`src/utx_pkg.sv`:
```
/*
 * Shared constants and types for the serial transmit control block.
 * Assumes a 32-bit classic Wishbone bus with byte addresses.
 */
package utx_pkg;

	localparam int ADR_W = 8;

	// Register byte offsets
	localparam logic [7:0] OFS_CTRL = 8'h00;
	localparam logic [7:0] OFS_STATUS = 8'h04;
	localparam logic [7:0] OFS_DATA = 8'h08;
	localparam logic [7:0] OFS_LATCH = 8'h0c;
	localparam logic [7:0] OFS_DIR = 8'h10;
	localparam logic [7:0] OFS_ODSEL = 8'h14;
	localparam logic [7:0] OFS_BAUD = 8'h18;
	localparam logic [7:0] OFS_IRQ_STAT = 8'h1c;
	localparam logic [7:0] OFS_IRQ_MASK = 8'h20;

	// Status and interrupt bit positions
	localparam int ST_TX_BUFFER_EMPTY_FLAG = 0;
	localparam int ST_TC = 1;
	localparam int ST_OWN = 2;

	localparam int TXD_PIN = 1;
	localparam int PORT_W = 6;

	// Character lengths in bit times
	localparam logic [3:0] LEN_EIGHT = 4'ha;
	localparam logic [3:0] LEN_NINE = 4'hb;

	localparam logic [15:0] BAUD_RST = 16'h000f;
	localparam logic [7:0] DIR_RST = 8'h00;
	localparam logic [7:0] LATCH_RST = 8'h00;

	typedef struct packed {
		logic t8;
		logic nine_bit;
		logic tx_switch_bit;
	} utx_ctrl_t;

	localparam utx_ctrl_t CTRL_RST = '{t8: 1'b0, nine_bit: 1'b0, tx_switch_bit: 1'b0};

	typedef struct packed {
		logic [PORT_W-1:0] data;
		logic [PORT_W-1:0] oe;
	} utx_pins_t;

	typedef enum logic {
		UTX_IDLE,
		UTX_SHIFT
	} utx_state_t;

endpackage

```
`src/utx_top.sv`:
```
/*
 * Serial transmitter control: queued idle, graceful disable, pin buffer
 * and port read-back, behind a classic Wishbone slave.
 * Assumes one clock, synchronous active-high reset, pin inputs synchronous.
 */
// The implementer's own choices: register access over Wishbone and the placing of the registers.
// How it works
// - With nothing to shift, the serial line stays high.
// - Characters last 10 bit times, or 11 with nine-bit select; idle is all ones.
// - Idle characters come only from a 0-to-1 change of the switch bit.
// - Rising switch queues one idle; current character continues, pin kept.
// - Queue holds shifting character, queued idle and holding register together.
// - Each switch rise queues an idle, regardless of baud phase; rises before it is sent share one idle.
// - Clearing the switch finishes the current character; only reset stops at once.
// - Disabled while idle, the pin is released on a bit-rate tick.
// - Disabled mid-character: finish it, release pin, drop queued characters.
// - That last character sets both finished and buffer-empty flags.
// - While enabled and open drain is off, transmitter forces the pin output buffer on.
// - Buffer enable is direction bit OR ownership, held until character ends.
// - One open-drain select covers all six pins; high side disabled.
// - Pin data is serial data while owned, else the port latch.
// - Port latch takes every write, even while the transmitter owns the pin.
// - Port read gives latch if direction is 1, else the live pin.
`timescale 1ns/1ps
module utx_top
	import utx_pkg::*;
(
	input wire logic clk_i,
	input wire logic rst_i,
	input wire logic wb_cyc_i,
	input wire logic wb_stb_i,
	input wire logic wb_we_i,
	input wire logic [ADR_W-1:0] wb_adr_i,
	input wire logic [3:0] wb_sel_i,
	input wire logic [31:0] wb_dat_i,
	output logic [31:0] wb_dat_o,
	output logic wb_ack_o,
	input wire logic [PORT_W-1:0] port_i,
	output logic [PORT_W-1:0] port_o,
	output logic [PORT_W-1:0] port_oe_o,
	output logic irq_o
);

	logic tick, req, wr, rd, wr_lo;

	// Software-visible state
	utx_ctrl_t ctrl, next_ctrl;
	logic [7:0] latch, next_latch;
	logic [7:0] dir, next_dir;
	logic od_sel, next_od_sel;
	logic [15:0] baud, next_baud;
	logic [1:0] irq_stat, next_irq_stat;
	logic [1:0] irq_mask, next_irq_mask;
	logic [31:0] next_dat;
	logic next_ack, next_irq;

	// Transmit engine state
	utx_state_t state, next_state;
	logic [10:0] shreg, next_shreg;
	logic [3:0] bitcnt, next_bitcnt;
	logic [7:0] hold, next_hold;
	logic hold_full, next_hold_full, idle_q, next_idle_q;
	logic tx_buffer_empty_flag, next_tx_buffer_empty_flag, tc, next_tc, own, next_own, sw_prev;
	logic [1:0] arm, next_arm;

	logic sw_rise, free, tx_data;
	logic [3:0] frame_len;
	utx_pins_t pins, next_pins;

	utx_baud_tick u_tick (
		.clk_i(clk_i),
		.rst_i(rst_i),
		.div_i(baud),
		.tick_o(tick)
	);

	assign req = wb_cyc_i & wb_stb_i & ~wb_ack_o;
	assign wr = req & wb_we_i;
	assign rd = req & ~wb_we_i;
	assign wr_lo = wr & wb_sel_i[0];

	assign sw_rise = ctrl.tx_switch_bit & ~sw_prev;
	// Shifter frees at the last bit boundary so characters run back to back
	assign free = tick & ((state == UTX_IDLE) || (bitcnt == 4'h1));
	assign frame_len = ctrl.nine_bit ? LEN_NINE : LEN_EIGHT;
	assign tx_data = (state == UTX_SHIFT) ? shreg[0] : 1'b1;

	// Register file and bus answer
	always_comb begin
		next_ctrl = ctrl;
		next_latch = latch;
		next_dir = dir;
		next_od_sel = od_sel;
		next_baud = baud;
		next_irq_mask = irq_mask;
		next_irq_stat = irq_stat;
		next_dat = 32'h0000_0000;
		next_ack = req;
		if (wr_lo) begin
			unique case (wb_adr_i)
				OFS_CTRL: next_ctrl = utx_ctrl_t'(wb_dat_i[2:0]);
				OFS_LATCH: next_latch = wb_dat_i[7:0];
				OFS_DIR: next_dir = wb_dat_i[7:0];
				OFS_ODSEL: next_od_sel = wb_dat_i[0];
				OFS_IRQ_MASK: next_irq_mask = wb_dat_i[1:0];
				OFS_BAUD: next_baud[7:0] = wb_dat_i[7:0];
				default: ;
			endcase
		end
		if (wr && wb_sel_i[1] && wb_adr_i == OFS_BAUD) begin
			next_baud[15:8] = wb_dat_i[15:8];
		end
		if (rd) begin
			unique case (wb_adr_i)
				OFS_CTRL: next_dat[2:0] = ctrl;
				OFS_STATUS: next_dat[2:0] = {own, tc, tx_buffer_empty_flag};
				OFS_DATA: next_dat[7:0] = hold;
				// Read-back mux per pin, also while the transmitter drives it
				OFS_LATCH: next_dat[PORT_W-1:0] = (latch[PORT_W-1:0] & dir[PORT_W-1:0])
					| (port_i & ~dir[PORT_W-1:0]);
				OFS_DIR: next_dat[7:0] = dir;
				OFS_ODSEL: next_dat[0] = od_sel;
				OFS_BAUD: next_dat[15:0] = baud;
				OFS_IRQ_STAT: next_dat[1:0] = irq_stat;
				OFS_IRQ_MASK: next_dat[1:0] = irq_mask;
				default: ;
			endcase
		end
		// Read clears, but a fresh event in the same cycle survives
		if (rd && wb_adr_i == OFS_IRQ_STAT) begin
			next_irq_stat = 2'b00;
		end
		next_irq_stat[ST_TX_BUFFER_EMPTY_FLAG] = next_irq_stat[ST_TX_BUFFER_EMPTY_FLAG] | (next_tx_buffer_empty_flag & ~tx_buffer_empty_flag);
		next_irq_stat[ST_TC] = next_irq_stat[ST_TC] | (next_tc & ~tc);
		next_irq = |(next_irq_stat & next_irq_mask);
	end

	always_ff @(posedge clk_i) begin
		if (rst_i) begin
			ctrl <= CTRL_RST;
			latch <= LATCH_RST;
			dir <= DIR_RST;
			od_sel <= 1'b0;
			baud <= BAUD_RST;
			irq_mask <= 2'b00;
			irq_stat <= 2'b00;
			wb_dat_o <= 32'h0000_0000;
			wb_ack_o <= 1'b0;
			irq_o <= 1'b0;
		end else begin
			ctrl <= next_ctrl;
			latch <= next_latch;
			dir <= next_dir;
			od_sel <= next_od_sel;
			baud <= next_baud;
			irq_mask <= next_irq_mask;
			irq_stat <= next_irq_stat;
			wb_dat_o <= next_dat;
			wb_ack_o <= next_ack;
			irq_o <= next_irq;
		end
	end

	// Transmit engine
	always_comb begin
		next_state = state;
		next_shreg = shreg;
		next_bitcnt = bitcnt;
		next_hold = hold;
		next_hold_full = hold_full;
		next_idle_q = idle_q;
		next_tx_buffer_empty_flag = tx_buffer_empty_flag;
		next_tc = tc;
		next_own = own;
		next_arm = arm;
		// Status read arms the clear of whichever flags are set
		if (rd && wb_adr_i == OFS_STATUS) begin
			next_arm = {tc, tx_buffer_empty_flag};
		end
		if (wr_lo && wb_adr_i == OFS_DATA) begin
			if (arm[ST_TX_BUFFER_EMPTY_FLAG]) begin
				next_tx_buffer_empty_flag = 1'b0;
			end
			if (arm[ST_TC]) begin
				next_tc = 1'b0;
			end
			next_arm = 2'b00;
		end
		if (state == UTX_SHIFT && tick) begin
			next_shreg = {1'b1, shreg[10:1]};
			next_bitcnt = bitcnt - 4'h1;
		end
		if (free) begin
			if (!ctrl.tx_switch_bit) begin
				next_state = UTX_IDLE;
				next_own = 1'b0;
				if (state == UTX_SHIFT) begin
					next_idle_q = 1'b0;
					next_hold_full = 1'b0;
					next_tx_buffer_empty_flag = 1'b1;
					next_tc = 1'b1;
				end
			end else if (idle_q) begin
				// Idle character: all ones, no start or stop
				next_state = UTX_SHIFT;
				next_shreg = 11'h7ff;
				next_bitcnt = frame_len;
				next_idle_q = 1'b0;
			end else if (hold_full) begin
				next_state = UTX_SHIFT;
				next_shreg = ctrl.nine_bit ? {1'b1, ctrl.t8, hold, 1'b0}
					: {2'b11, hold, 1'b0};
				next_bitcnt = frame_len;
				next_hold_full = 1'b0;
				next_tx_buffer_empty_flag = 1'b1;
			end else begin
				next_state = UTX_IDLE;
				if (state == UTX_SHIFT) begin
					next_tc = 1'b1;
				end
			end
		end
		// Edge is taken on the register, not the baud tick, so never twice
		if (sw_rise) begin
			next_idle_q = 1'b1;
		end
		if (ctrl.tx_switch_bit) begin
			next_own = 1'b1;
		end
		// Writes while disabled are kept but never queued
		if (wr_lo && wb_adr_i == OFS_DATA) begin
			next_hold = wb_dat_i[7:0];
			next_hold_full = ctrl.tx_switch_bit;
		end
	end

	always_ff @(posedge clk_i) begin
		if (rst_i) begin
			state <= UTX_IDLE;
			shreg <= 11'h7ff;
			bitcnt <= 4'h0;
			hold <= 8'h00;
			hold_full <= 1'b0;
			idle_q <= 1'b0;
			tx_buffer_empty_flag <= 1'b1;
			tc <= 1'b1;
			own <= 1'b0;
			sw_prev <= 1'b0;
			arm <= 2'b00;
		end else begin
			state <= next_state;
			shreg <= next_shreg;
			bitcnt <= next_bitcnt;
			hold <= next_hold;
			hold_full <= next_hold_full;
			idle_q <= next_idle_q;
			tx_buffer_empty_flag <= next_tx_buffer_empty_flag;
			tc <= next_tc;
			own <= next_own;
			sw_prev <= ctrl.tx_switch_bit;
			arm <= next_arm;
		end
	end

	// Pin buffers
	always_comb begin
		next_pins.data = latch[PORT_W-1:0];
		next_pins.oe = dir[PORT_W-1:0];
		next_pins.data[TXD_PIN] = own ? tx_data : latch[TXD_PIN];
		next_pins.oe[TXD_PIN] = dir[TXD_PIN] | own;
		// Open drain drives low only, a pull-up makes the high
		if (od_sel) begin
			next_pins.oe = next_pins.oe & ~next_pins.data;
		end
	end

	always_ff @(posedge clk_i) begin
		if (rst_i) begin
			pins <= '0;
		end else begin
			pins <= next_pins;
		end
	end

	assign port_o = pins.data;
	assign port_oe_o = pins.oe;

	// Helper: ticks spent in the current character
	logic [3:0] char_ticks, next_char_ticks;

	always_comb begin
		next_char_ticks = char_ticks;
		if (state == UTX_IDLE || (free && state == UTX_SHIFT)) begin
			next_char_ticks = 4'h0;
		end else if (tick) begin
			next_char_ticks = char_ticks + 4'h1;
		end
	end

	always_ff @(posedge clk_i) begin
		if (rst_i) begin
			char_ticks <= 4'h0;
		end else begin
			char_ticks <= next_char_ticks;
		end
	end

	idle_line_high_a: assert property (@(posedge clk_i) disable iff (rst_i)
		own && state == UTX_IDLE |=> port_o[TXD_PIN])
		else $error("line not high while idle");

	char_length_a: assert property (@(posedge clk_i) disable iff (rst_i)
		free && state == UTX_SHIFT |-> char_ticks == frame_len - 4'h1)
		else $error("character length wrong");

	idle_from_rise_a: assert property (@(posedge clk_i) disable iff (rst_i)
		$rose(idle_q) |-> $past(sw_rise))
		else $error("idle queued without switch rise");

	rise_queues_a: assert property (@(posedge clk_i) disable iff (rst_i)
		sw_rise |=> idle_q || (state == UTX_SHIFT && shreg == 11'h7ff))
		else $error("switch rise lost");

	keep_pin_a: assert property (@(posedge clk_i) disable iff (rst_i)
		state == UTX_SHIFT |-> own)
		else $error("pin released mid character");

	disable_drop_a: assert property (@(posedge clk_i) disable iff (rst_i)
		free && state == UTX_SHIFT && !ctrl.tx_switch_bit
		|=> state == UTX_IDLE && !idle_q && !own ##0 tx_buffer_empty_flag && tc)
		else $error("disable did not finish cleanly");

	release_tick_a: assert property (@(posedge clk_i) disable iff (rst_i)
		$fell(own) |-> $past(tick) && !$past(ctrl.tx_switch_bit))
		else $error("pin released off tick");

	force_oe_a: assert property (@(posedge clk_i) disable iff (rst_i)
		own && !od_sel |=> port_oe_o[TXD_PIN])
		else $error("buffer not forced on");

	latch_write_a: assert property (@(posedge clk_i) disable iff (rst_i)
		wr_lo && wb_adr_i == OFS_LATCH |=> latch == $past(wb_dat_i[7:0]))
		else $error("port latch missed a write");

	open_drain_a: assert property (@(posedge clk_i) disable iff (rst_i)
		od_sel ##1 od_sel |-> (port_oe_o & port_o) == '0)
		else $error("high side driven in open drain");

	three_deep_c: cover property (@(posedge clk_i) disable iff (rst_i)
		state == UTX_SHIFT && idle_q && hold_full);

	idle_char_c: cover property (@(posedge clk_i) disable iff (rst_i)
		free && idle_q && ctrl.tx_switch_bit);

	disable_mid_c: cover property (@(posedge clk_i) disable iff (rst_i)
		free && state == UTX_SHIFT && !ctrl.tx_switch_bit);

	irq_c: cover property (@(posedge clk_i) disable iff (rst_i) $rose(irq_o));

endmodule

```
`src/utx_baud_tick.sv`:
```
/*
 * Bit-rate tick generator: one-cycle pulse every div+1 clocks.
 * Assumes a synchronous, active-high reset.
 */
`timescale 1ns/1ps
module utx_baud_tick
	import utx_pkg::*;
(
	input wire logic clk_i,
	input wire logic rst_i,
	input wire logic [15:0] div_i,
	output logic tick_o
);

	logic [15:0] cnt;
	logic [15:0] next_cnt;
	logic next_tick;

	always_comb begin
		next_cnt = cnt - 16'h0001;
		next_tick = 1'b0;
		if (cnt == 16'h0000) begin
			next_cnt = div_i;
			next_tick = 1'b1;
		end
	end

	always_ff @(posedge clk_i) begin
		if (rst_i) begin
			cnt <= BAUD_RST;
			tick_o <= 1'b0;
		end else begin
			cnt <= next_cnt;
			tick_o <= next_tick;
		end
	end

endmodule

```
`config.mk`:
```
export PLATFORM = sky130hd
export DESIGN_NAME = utx_top
export DESIGN_NICKNAME = d
export VERILOG_FILES = /design/src/utx_pkg.sv /design/src/utx_top.sv /design/src/utx_baud_tick.sv
export SDC_FILE = /design/constraint.sdc
export NUM_CORES = 1
export LEC_CHECK = 0
export ABC_AREA = 1
export BUFFER_PORTS_ARGS = -buffer_cell sky130_fd_sc_hd__buf_2
export CAP_MARGIN = 20
export CORE_MARGIN = 2
export CORE_UTILIZATION = 46
export DETAILED_ROUTE_END_ITERATION = 16
export PLACE_DENSITY = 0.68
export SLEW_MARGIN = 5
export SYNTH_ARGS = -nofsm -noshare
export SYNTH_HDL_FRONTEND = slang
export SYNTH_HIERARCHICAL = 1
export SYNTH_SLANG_ARGS = --single-unit
```
`constraint.sdc`:
```
create_clock -name clk_i -period 3.6 [get_ports clk_i]
set_input_delay 0.72 -clock clk_i [delete_from_list [all_inputs] [get_ports clk_i]]
set_output_delay 0.72 -clock clk_i [all_outputs]
set_load 0.05 [all_outputs]
```
==> impl_metrics.tcl, run 1 <==
set metrics [dict create \
    outcome "completed" \
    cts.htree.levels 4 \
    dp_hpwl_mm 9.67 \
    final.min_clock_period_ps 1760 \
    vias 4868 \
    finalMaxSlewViolations 0 \
    clock_path_buffers 2 \
    ctsResizeCount 0 \
    synth-xor-area-share_pct 0.634 \
    power_density_mw_per_mm2 467 \
    antenna_cells 0 \
    r2r-end "shreg[3]" \
    min_from "latch[0]" \
    rows 40 \
    cts_root_buf "clkbuf_16" \
    min_path_type "reg2reg" \
    drt-initial-drc-count 245 \
    synth_top_area_share_pct 42.4 \
    clkPwrFrac_pct 51.9 \
    drive_gt1_share_pct 17.8 \
    fmax_mhz 567 \
    initial_core_util_pct 46.6 \
    holdWs_ps 421 \
    netlist_instances 777 \
    synth_compound_area_share_pct 14.2 \
    wl_per_cell_um 13.0 \
    power_leakage_uw 0.00305 \
    synthAdderAreaFrac_pct 0.905 \
    ant_nets 0 \
    maxCapViolations 0 \
    floorplan.die.height_um 114 \
    ff2ff_path_depth 9 \
    fin_crit_sh_pct 49.0 \
    die_w_um 114 \
    cp_max_fo 1 \
    min_path_cells 1 \
    switchingPower_uw 684 \
    port_buffers 66 \
    ys_seq_area_share_pct 42.4 \
    cts_made_buffers 17 \
    switching_share_pct 22.7 \
    finalSetupTns_ps 0 \
    synth_area_sq_mm 0.00553 \
    grt_antenna_before_repair 0 \
    path_class "reg2out" \
    finalSetupViolations 0 \
    synth_top_area_cell "dfxtp_1" \
    ys_ff_latch 117 \
    syn_area_per_cell_sq_um 7.12 \
    vdd_ir_drop_max_mv 0.328 \
    whs_endpoint "port_oe_o[0]" \
    grt_util_all_layers_pct 21.2 \
    crit_family "flip-flops" \
    coreArea_sq_mm 0.0119 \
    rrSetupSlack_ps 1990 \
    path_depth 1 \
    internal-power_uw 2330 \
    seq_power_share_pct 43.2 \
    critPathCaptureType "output pin" \
    grt_max_degree 33 \
    synthTopCellsByArea "dfxtp_1, nand2_1, nor2_1" \
    grt_pass1_wl_mm 21.4 \
    finish.net_count 905 \
    muxShareOfSynthArea_pct 0 \
    cp.required_ps 2880 \
    synth_top_family_by_area "simple AND/OR/NAND/NOR gates" \
    pwr-share-comb_pct 4.9 \
    path_cells "buf_2" \
    die_area_sq_mm 0.0129 \
    grt_pass1_vias 4440 \
    cpPeakStageDelay_ps 360 \
    io_pins 101 \
    cp.arrival_ps 1040 \
    async_flop_share_pct 0 \
    clock_skew_ps 6.00 \
    slowest_stage "dfxtp_1" \
    vias_per_cell 4.84 \
    r2r-start "bitcnt[1]" \
    drt_pass1_iterations 5 \
    synthFlopType "dfxtp_1" \
    totalWireLength_mm 13.1 \
    tritoncts_num_sinks 117 \
    remaining_drc_errors 0 \
    area_delta_synth_final_pct 16.6 \
    start_kind "flip-flop" \
    ys_warn_count 6 \
    place.gp.congestion 0.871 \
    cts_tree "yes" \
    postCtsSetupBuffers 0 \
    grt_setup_unrepaired "no" \
    clock_latency_ps 410 \
    finalHoldViolations 0 \
    synthSimpleGateAreaFrac_pct 31.3 \
    cts.clk_slew.worst_paths_ps 50 \
    grt-ovfl-total 0 \
    crit_buf_inv 1 \
    ctsHoldBuffers 0 \
    synth-edff-count 0 \
    ys_types 41 \
]
==> state kept, by name, summed over array words and instances, names as in the netlist, 2 cells and up <==
| register | flops |
|---|---|
| irq_stat | 2 |
| latch | 6 |
| irq_mask | 2 |
| wb_dat_o | 16 |
| dir | 8 |
| bitcnt | 4 |
| baud | 16 |
| ctrl | 3 |
| hold | 8 |
| port_oe_o | 6 |
| port_o | 6 |
| u_tick/cnt | 16 |
| arm | 2 |
| shreg | 11 |
==> Yosys cell counts (all sizes together), types with 2 or more instances <==
cell	n
ha	4
dfxtp	117
a211oi	4
xor2	2
inv	92
clkbuf	5
nand3	42
a21oi	55
or2	3
buf	29
nand3b	2
nor3	3
nor2	148
o211ai	6
xnor2	2
o21ai	74
clkinv	2
nand2	176
nand4	4
==> stage by stage <==
step                      util, %  instance area (sq um)  setup slack (ps)  instances  total power [uW]
after floorplan                 -                   5590              1900        792              1440
after global placement       49.7                   5890              1460        974              1470
after detailed placement     49.7                   5890              1450        974              1480
after CTS                    54.3                   6440              1840       1005              3030
after global routing         54.3                   6440              1700       1005              3120
final                        54.3                   6440              1840       1005              3010
==> how the worst max path moves through the flow <==
stage                start          end
2_1_floorplan  wb_adr_i[7]     baud[14]
3_3_place_gp   wb_adr_i[7]           tc
3_5_place_dp   wb_adr_i[7]           tc
4_1_cts        wb_dat_o[4]  wb_dat_o[4]
5_1_grt        wb_adr_i[7]           tc
6_report       wb_dat_o[4]  wb_dat_o[4]
==> cell usage in the layout (no fill, tap or decap), types with 5 or more instances in the layout <==
cell type and count:
inv_1 82, nor2_2 7, clkbuf_16 17, dfxtp_1 117, o211ai_1 6, buf_2 66, nand2_4 6, o21ai_1 25
nor2_1 129, conb_1 16, nand2_2 7, nor2_4 10, inv_2 10, nand3_1 38, a21oi_1 52, clkinv_2 5
nand2_1 163, o21ai_0 45
==> power groups by stage <==
stage | clock (uW) | combinational (uW) | sequential (uW)
CTS | 1580 | 147 | 1300
finish | 1560 | 147 | 1300
global route | 1650 | 160 | 1300
detailed placement | 0 | 146 | 1330
floorplan | 0 | 111 | 1330
global placement | 0 | 146 | 1330
==> cell families after synthesis <==
family	after synthesis
simple gates	380
fa+ha+maj	4
buf+inv	128
other cells	1
flops	117
xor+xnor	4
compound gates	143
==> area by class of cell <==
type                       count  area, sq um
clock buffer                  22          474
clock inverter                 9         78.8
fill                        1161         5420
inverter                      94          353
multi-input combinational    547         2660
sequential                   117         2340
tap                          147          184
timing repair buffer          69          353
==> metal layers <==
| metal | GRT usage (%) | routed length (um) | up-vias |
|---|---|---|---|
| met5 | 0 | 0 | - |
| met4 | 8.46 | 327 | 0 |
| met3 | 5.21 | 567 | 23 |
| met2 | 35.5 | 6310 | 105 |
| met1 | 26.4 | 5870 | 2157 |
| li1 | - | - | 2583 |
(Power assumes the default switching activity.)
==> run 2, diff against run 1 <==
ABC_AREA = 0   (was 1)
PLACE_DENSITY = 0.71   (was 0.68)
clock period = 1.5 ns   (was 3.6 ns; I/O delays follow)
==> run 2 against run 1 <==
  * The run now ends with setup timing left
  * Clock power up 140%
  * Die area down 3.6%
  * Synthesized cell count shrank 24%
  * Register-to-register slack lost 2200 ps
  * Worst hold slack got worse by 300 ps
  * Critical path type is now reg2reg
  * Largest power group unchanged
==> impl_metrics.tcl, run 2 <==
set metrics [dict create \
    outcome "finished, violations left" \
    violations "setup timing" \
    finalSetupViolations 61 \
    placed_cells 866 \
    ys_ff_latch 117 \
    ff2ff_path_depth 7 \
    final_common_cell "dfxtp_1" \
    final.min_clock_period_ps 1750 \
    die_area_sq_mm 0.0124 \
    muxShareOfSynthArea_pct 7.99 \
    fin_util_pct 69.0 \
    synthSimpleGateAreaFrac_pct 22.4 \
    cts.htree.levels 4 \
    synthAdderAreaFrac_pct 0.940 \
    clock_latency_ps 420 \
    synth.most_common_cell "dfxtp_1" \
    maxCapViolations 0 \
    floorplan.die.height_um 112 \
    ys_types 68 \
    grt_pass1_wl_mm 25.4 \
    synthTopCellsByArea "dfxtp_1, mux2i_1, a21oi_1" \
    power_leakage_uw 0.00328 \
    grt_util_all_layers_pct 25.8 \
    grt_setup_unrepaired "yes" \
    cts_tree "yes" \
    start_kind "flip-flop" \
    vdd_ir_drop_max_mv 0.915 \
    grt_pass1_vias 5019 \
    reg.largest.list "baud: 16 flops, u_tick/cnt: 16 flops, wb_dat_o: 16 flops" \
    drt-initial-drc-count 375 \
    cts_root_buf "clkbuf_16" \
    finalMaxSlewViolations 0 \
    min_path_type "in2reg" \
    grt_max_degree 34 \
    synth_area_sq_mm 0.00532 \
    synth_compound_area_share_pct 15.6 \
    antenna_cells 0 \
    place_ws_ps -327 \
    io_pins 101 \
    clock_skew_ps 8.03 \
    fin_ws_ps -248 \
    placed_cell_area_sq_mm 0.00652 \
    cts_made_buffers 17 \
    fin_cells 911 \
    ctsHoldBuffers 0 \
    die_w_um 112 \
    drt_pass1_iterations 5 \
    tightest_slew_ps 521 \
    netlist_instances 592 \
    synthFlopType "dfxtp_1" \
    cts.clk_slew.worst_paths_ps 60 \
    dp_hpwl_mm 10.9 \
    cp.required_ps 1790 \
    ant_nets 0 \
    synth_top_family_by_area "simple AND/OR/NAND/NOR gates" \
    area_delta_synth_final_pct 47.4 \
    ys_seq_area_share_pct 44.0 \
    path_class "reg2reg" \
    finish.net_count 815 \
    synth_top_cells_by_count "dfxtp_1, nand2_1, a21oi_1" \
    ys_warn_count 6 \
    cp_max_fo 6 \
    tritoncts_num_sinks 117 \
    remaining_drc_errors 0 \
    finalInstanceArea_sq_mm 0.00785 \
    holdWs_ps 120 \
    final_cell_mix "dfxtp_1, buf_4, buf_2" \
    async_flop_share_pct 0 \
    power_density_mw_per_mm2 947 \
    totalWireLength_mm 16.5 \
    critPathCaptureType "flip-flop" \
    grt_antenna_before_repair 0 \
    fin_crit_sh_pct 117 \
    synth-edff-count 0 \
    drive_gt1_share_pct 46.4 \
    syn_area_per_cell_sq_um 8.99 \
    fmax_mhz 572 \
    clock_path_buffers 2 \
    vias 5098 \
    grt-ovfl-total 0 \
    wl_per_cell_um 18.2 \
    rows 39 \
    initial_core_util_pct 46.8 \
    synth_top_area_share_pct 44.0 \
    synth-xor-area-share_pct 2.14 \
    coreArea_sq_mm 0.0114 \
    cp.arrival_ps 2040 \
    timing.slew.headroom_pct 65.1 \
    place.gp.congestion 0.940 \
    min_path_cells 3 \
    vias_per_cell 5.60 \
    finalHoldViolations 0 \
    port_buffers 66 \
    synth_top_area_cell "dfxtp_1" \
]
==> run 2: cell count changes after synthesis, moves of 13 or more <==
cell	before	now
o21ai_1	25	1
nor2b_1	0	18
nor3_1	3	17
o21ai_0	45	10
nor2_1	129	45
nand3_1	38	21
inv_1	82	15
clkbuf_1	5	18
nand2_1	163	57
mux2i_1	0	38
==> run 2: metal layers <==
metal | track usage [%] | vias to the layer above | wire length (um)
li1 | - | 2400 | -
met1 | 31.6 | 2489 | 6890
met3 | 7.57 | 34 | 983
met5 | 0 | - | 0
met4 | 7.90 | 0 | 384
met2 | 44.0 | 175 | 8280
==> run 2: cells by family after synthesis <==
family,after synthesis
flip-flops,117
AO/OA/AOI/OAI,124
buffers and inverters,68
adder cells (fa/ha/maj),4
XOR/XNOR,13
multiplexers,42
AND/OR/NAND/NOR,223
other,1
==> run 2: repair_timing <==
item                                    4_1_cts  5_1_grt
setup buffers                                10        8
pin swaps                                    39       26
endpoints found under the setup margin       64       81
resized for setup                            94       63
hold endpoints to repair                      0        0
==> run 2: path summary, 6_finish.rpt <==
path	from	end	slack, ps
worst max-delay path	bitcnt[1]	shreg[9]	-250
worst min register to register	wb_ack_o	wb_ack_o	440
worst max register to register	bitcnt[1]	shreg[9]	-250
worst min-delay path	wb_dat_i[10]	baud[10]	120
==> run 2: layout make-up <==
| type | count | area [sq um] |
|---|---|---|
| clock buffer | 17 | 425 |
| sequential | 117 | 2350 |
| tap | 143 | 179 |
| fill | 792 | 3520 |
| clock inverter | 14 | 126 |
| timing repair buffer | 182 | 1340 |
| inverter | 16 | 60.1 |
| multi-input combinational | 422 | 3360 |
==> run 2: through the flow <==
stage	total power [uW]	TNS, ps
after floorplan	3470	-4930
after global placement	3620	-16640
after detailed placement	3620	-18890
after CTS	7420	-4690
after global routing	7650	-9870
final	7430	-5790
==> run 2: worst max-delay path, stage by stage (launching register included) <==
cell and delay (ps):
dfxtp_2 320, inv_2 70, ha_4 130, or3b_4 410
a21oi_4 170, nand2_2 90, or2_4 300, a2bb2oi_2 140
==> run 2: report_power, final <==
part           switching (uW)  total [uW]  internal [uW]
registers                6.99        3120           3120
logic                     325         500            176
clock network            1530        3810           2280
total                    1860        7430           5570
==> run 3, diff against run 2 <==
==> constraint.sdc (replaced) <==
create_clock -name clk_i -period 1.5 [get_ports clk_i]
set_input_delay 0.375 -clock clk_i [delete_from_list [all_inputs] [get_ports clk_i]]
set_output_delay 0.375 -clock clk_i [all_outputs]
set_load 0.05 [all_outputs]
==> run 3 against run 2 <==
  * Total power increased by 8.6%
  * Clock power increased by 16%
  * Worst hold slack improved by 75 ps
  * Sequential cell count unchanged
  * First-iteration DRC count increased by 13%
  * Critical path depth decreased by 3
  * The run still ends with setup timing left
==> impl_metrics.tcl, run 3 (same netlist as run 2, synthesis figures left out) <==
set metrics [dict create \
    finalMaxSlewViolations 0 \
    reg.largest.list "baud: 16 flops, u_tick/cnt: 16 flops, wb_dat_o: 16 flops" \
    finish.net_count 812 \
    outcome "finished, violations left" \
    power_leakage_uw 0.00328 \
    cp.required_ps 1830 \
    tritoncts_num_sinks 117 \
    final.min_clock_period_ps 1840 \
    port_buffers 66 \
    vias 5126 \
    min_path_type "in2reg" \
    rows 39 \
    place.gp.congestion 0.963 \
    clock_path_buffers 2 \
    cp.arrival_ps 2160 \
    grt_pass1_wl_mm 26.0 \
    wl_per_cell_um 19.3 \
    vdd_ir_drop_max_mv 1.12 \
    ant_nets 0 \
    placed_cells 863 \
    final_common_cell "dfxtp_1" \
    nFillCells 777 \
    cp_max_fo 3 \
    drive_gt1_share_pct 46.9 \
    cts.htree.levels 4 \
    cts_made_buffers 17 \
    multi_input_area_sq_mm 0.00343 \
    antenna_cells 0 \
    grt_antenna_before_repair 0 \
    cts.clk_slew.worst_paths_ps 50 \
    violations "setup timing" \
    start_kind "flip-flop" \
    fin_cells 909 \
    dp_hpwl_mm 10.8 \
    clock_skew_ps 11.7 \
    grt-ovfl-total 0 \
    io_pins 101 \
    finalHoldViolations 0 \
    die_area_sq_mm 0.0124 \
    grt_util_all_layers_pct 26.7 \
    critPathCaptureType "flip-flop" \
    maxCapViolations 0 \
    grt_max_degree 35 \
    floorplan.die.height_um 112 \
    fin_ws_ps -337 \
    area_delta_synth_final_pct 51.0 \
    grt_setup_unrepaired "yes" \
    drt_pass1_iterations 5 \
    finalSetupViolations 44 \
    final_cell_mix "dfxtp_1, buf_4, buf_2" \
    fin_crit_sh_pct 122 \
    cts_root_buf "clkbuf_16" \
    power_density_mw_per_mm2 1000 \
    register_area_sq_mm 0.00235 \
    vias_per_cell 5.64 \
    cts_tree "yes" \
    clock_latency_ps 430 \
    fin_util_pct 70.7 \
    die_w_um 112 \
    initial_core_util_pct 46.8 \
    remaining_drc_errors 0 \
    coreArea_sq_mm 0.0114 \
    grt_pass1_vias 5181 \
    ctsHoldBuffers 0 \
    drt-initial-drc-count 423 \
    path_class "reg2reg" \
    totalWireLength_mm 17.5 \
    fmax_mhz 545 \
    total_power_uw 8070 \
]
run 3: cell count changes in the layout (fill, tap and decap cells not counted), sizes merged:
cell,change
buf,-3
bufinv,+3
clkbuf,+8
clkinv,-6
clkinvlp,+1
inv,-5
run 3: critical path, stage by stage (launching register included):
cell and delay [ps]:
dfxtp_2 330, or3_4 410, or2_4 280, or4_4 420, a311oi_2 290
run 3: power by group:
part	switching, uW	total (uW)	internal (uW)	leakage, uW
sequential	7.48	3130	3120	0.000946
combinational	339	525	186	0.00202
clock	1420	4420	3000	0.000314
run 3: cell type report:
type	instances	share of cell area, %
clock buffers	25	6.29
flip-flops and latches	117	29.3
well taps	143	2.23
multi-input cells	422	42.7
clock inverters	7	1.76
inverters	16	0.747
repair buffers	179	17.0
run 3: what timing repair did:
action	4_1_cts	5_1_grt
gates resized for setup	74	85
buffers inserted	3	10
cloned	1	0
pin swaps	20	41
endpoints found under the hold margin	0	0
setup endpoints to repair	56	87
run 3: per-stage QoR:
step	setup slack, ps	hold WS, ps	instance area [sq um]	setup TNS (ps)
6_report	-337	195	8040	-5740
4_1_cts	-278	184	7600	-3180
3_3_place_gp	-332	428	6600	-15800
2_1_floorplan	-352	414	5610	-6180
3_5_place_dp	-361	438	6600	-18650
5_1_grt	-385	238	8040	-8640
run 3: path summary, 6_finish.rpt:
| path | cells after the start | to | start | slack (ps) |
|---|---|---|---|---|
| worst max-delay path | 4 | u_tick/cnt[15] | u_tick/cnt[8] | -340 |
| worst min-delay path | 3 | baud[15] | wb_dat_i[15] | 200 |
| worst max register to register | 4 | u_tick/cnt[15] | u_tick/cnt[8] | -340 |
| worst min register to register | 1 | shreg[10] | shreg[10] | 460 |
run 3: metal layers:
| layer | wire (um) | global-route usage, % | part of all wire [%] |
|---|---|---|---|
| met2 | 9360 | 47.9 | 53 |
| met1 | 6520 | 30.2 | 37 |
| met4 | 608 | 10.6 | 3.5 |
| met5 | 0 | 0 | 0 |
| met3 | 1020 | 7.02 | 5.8 |
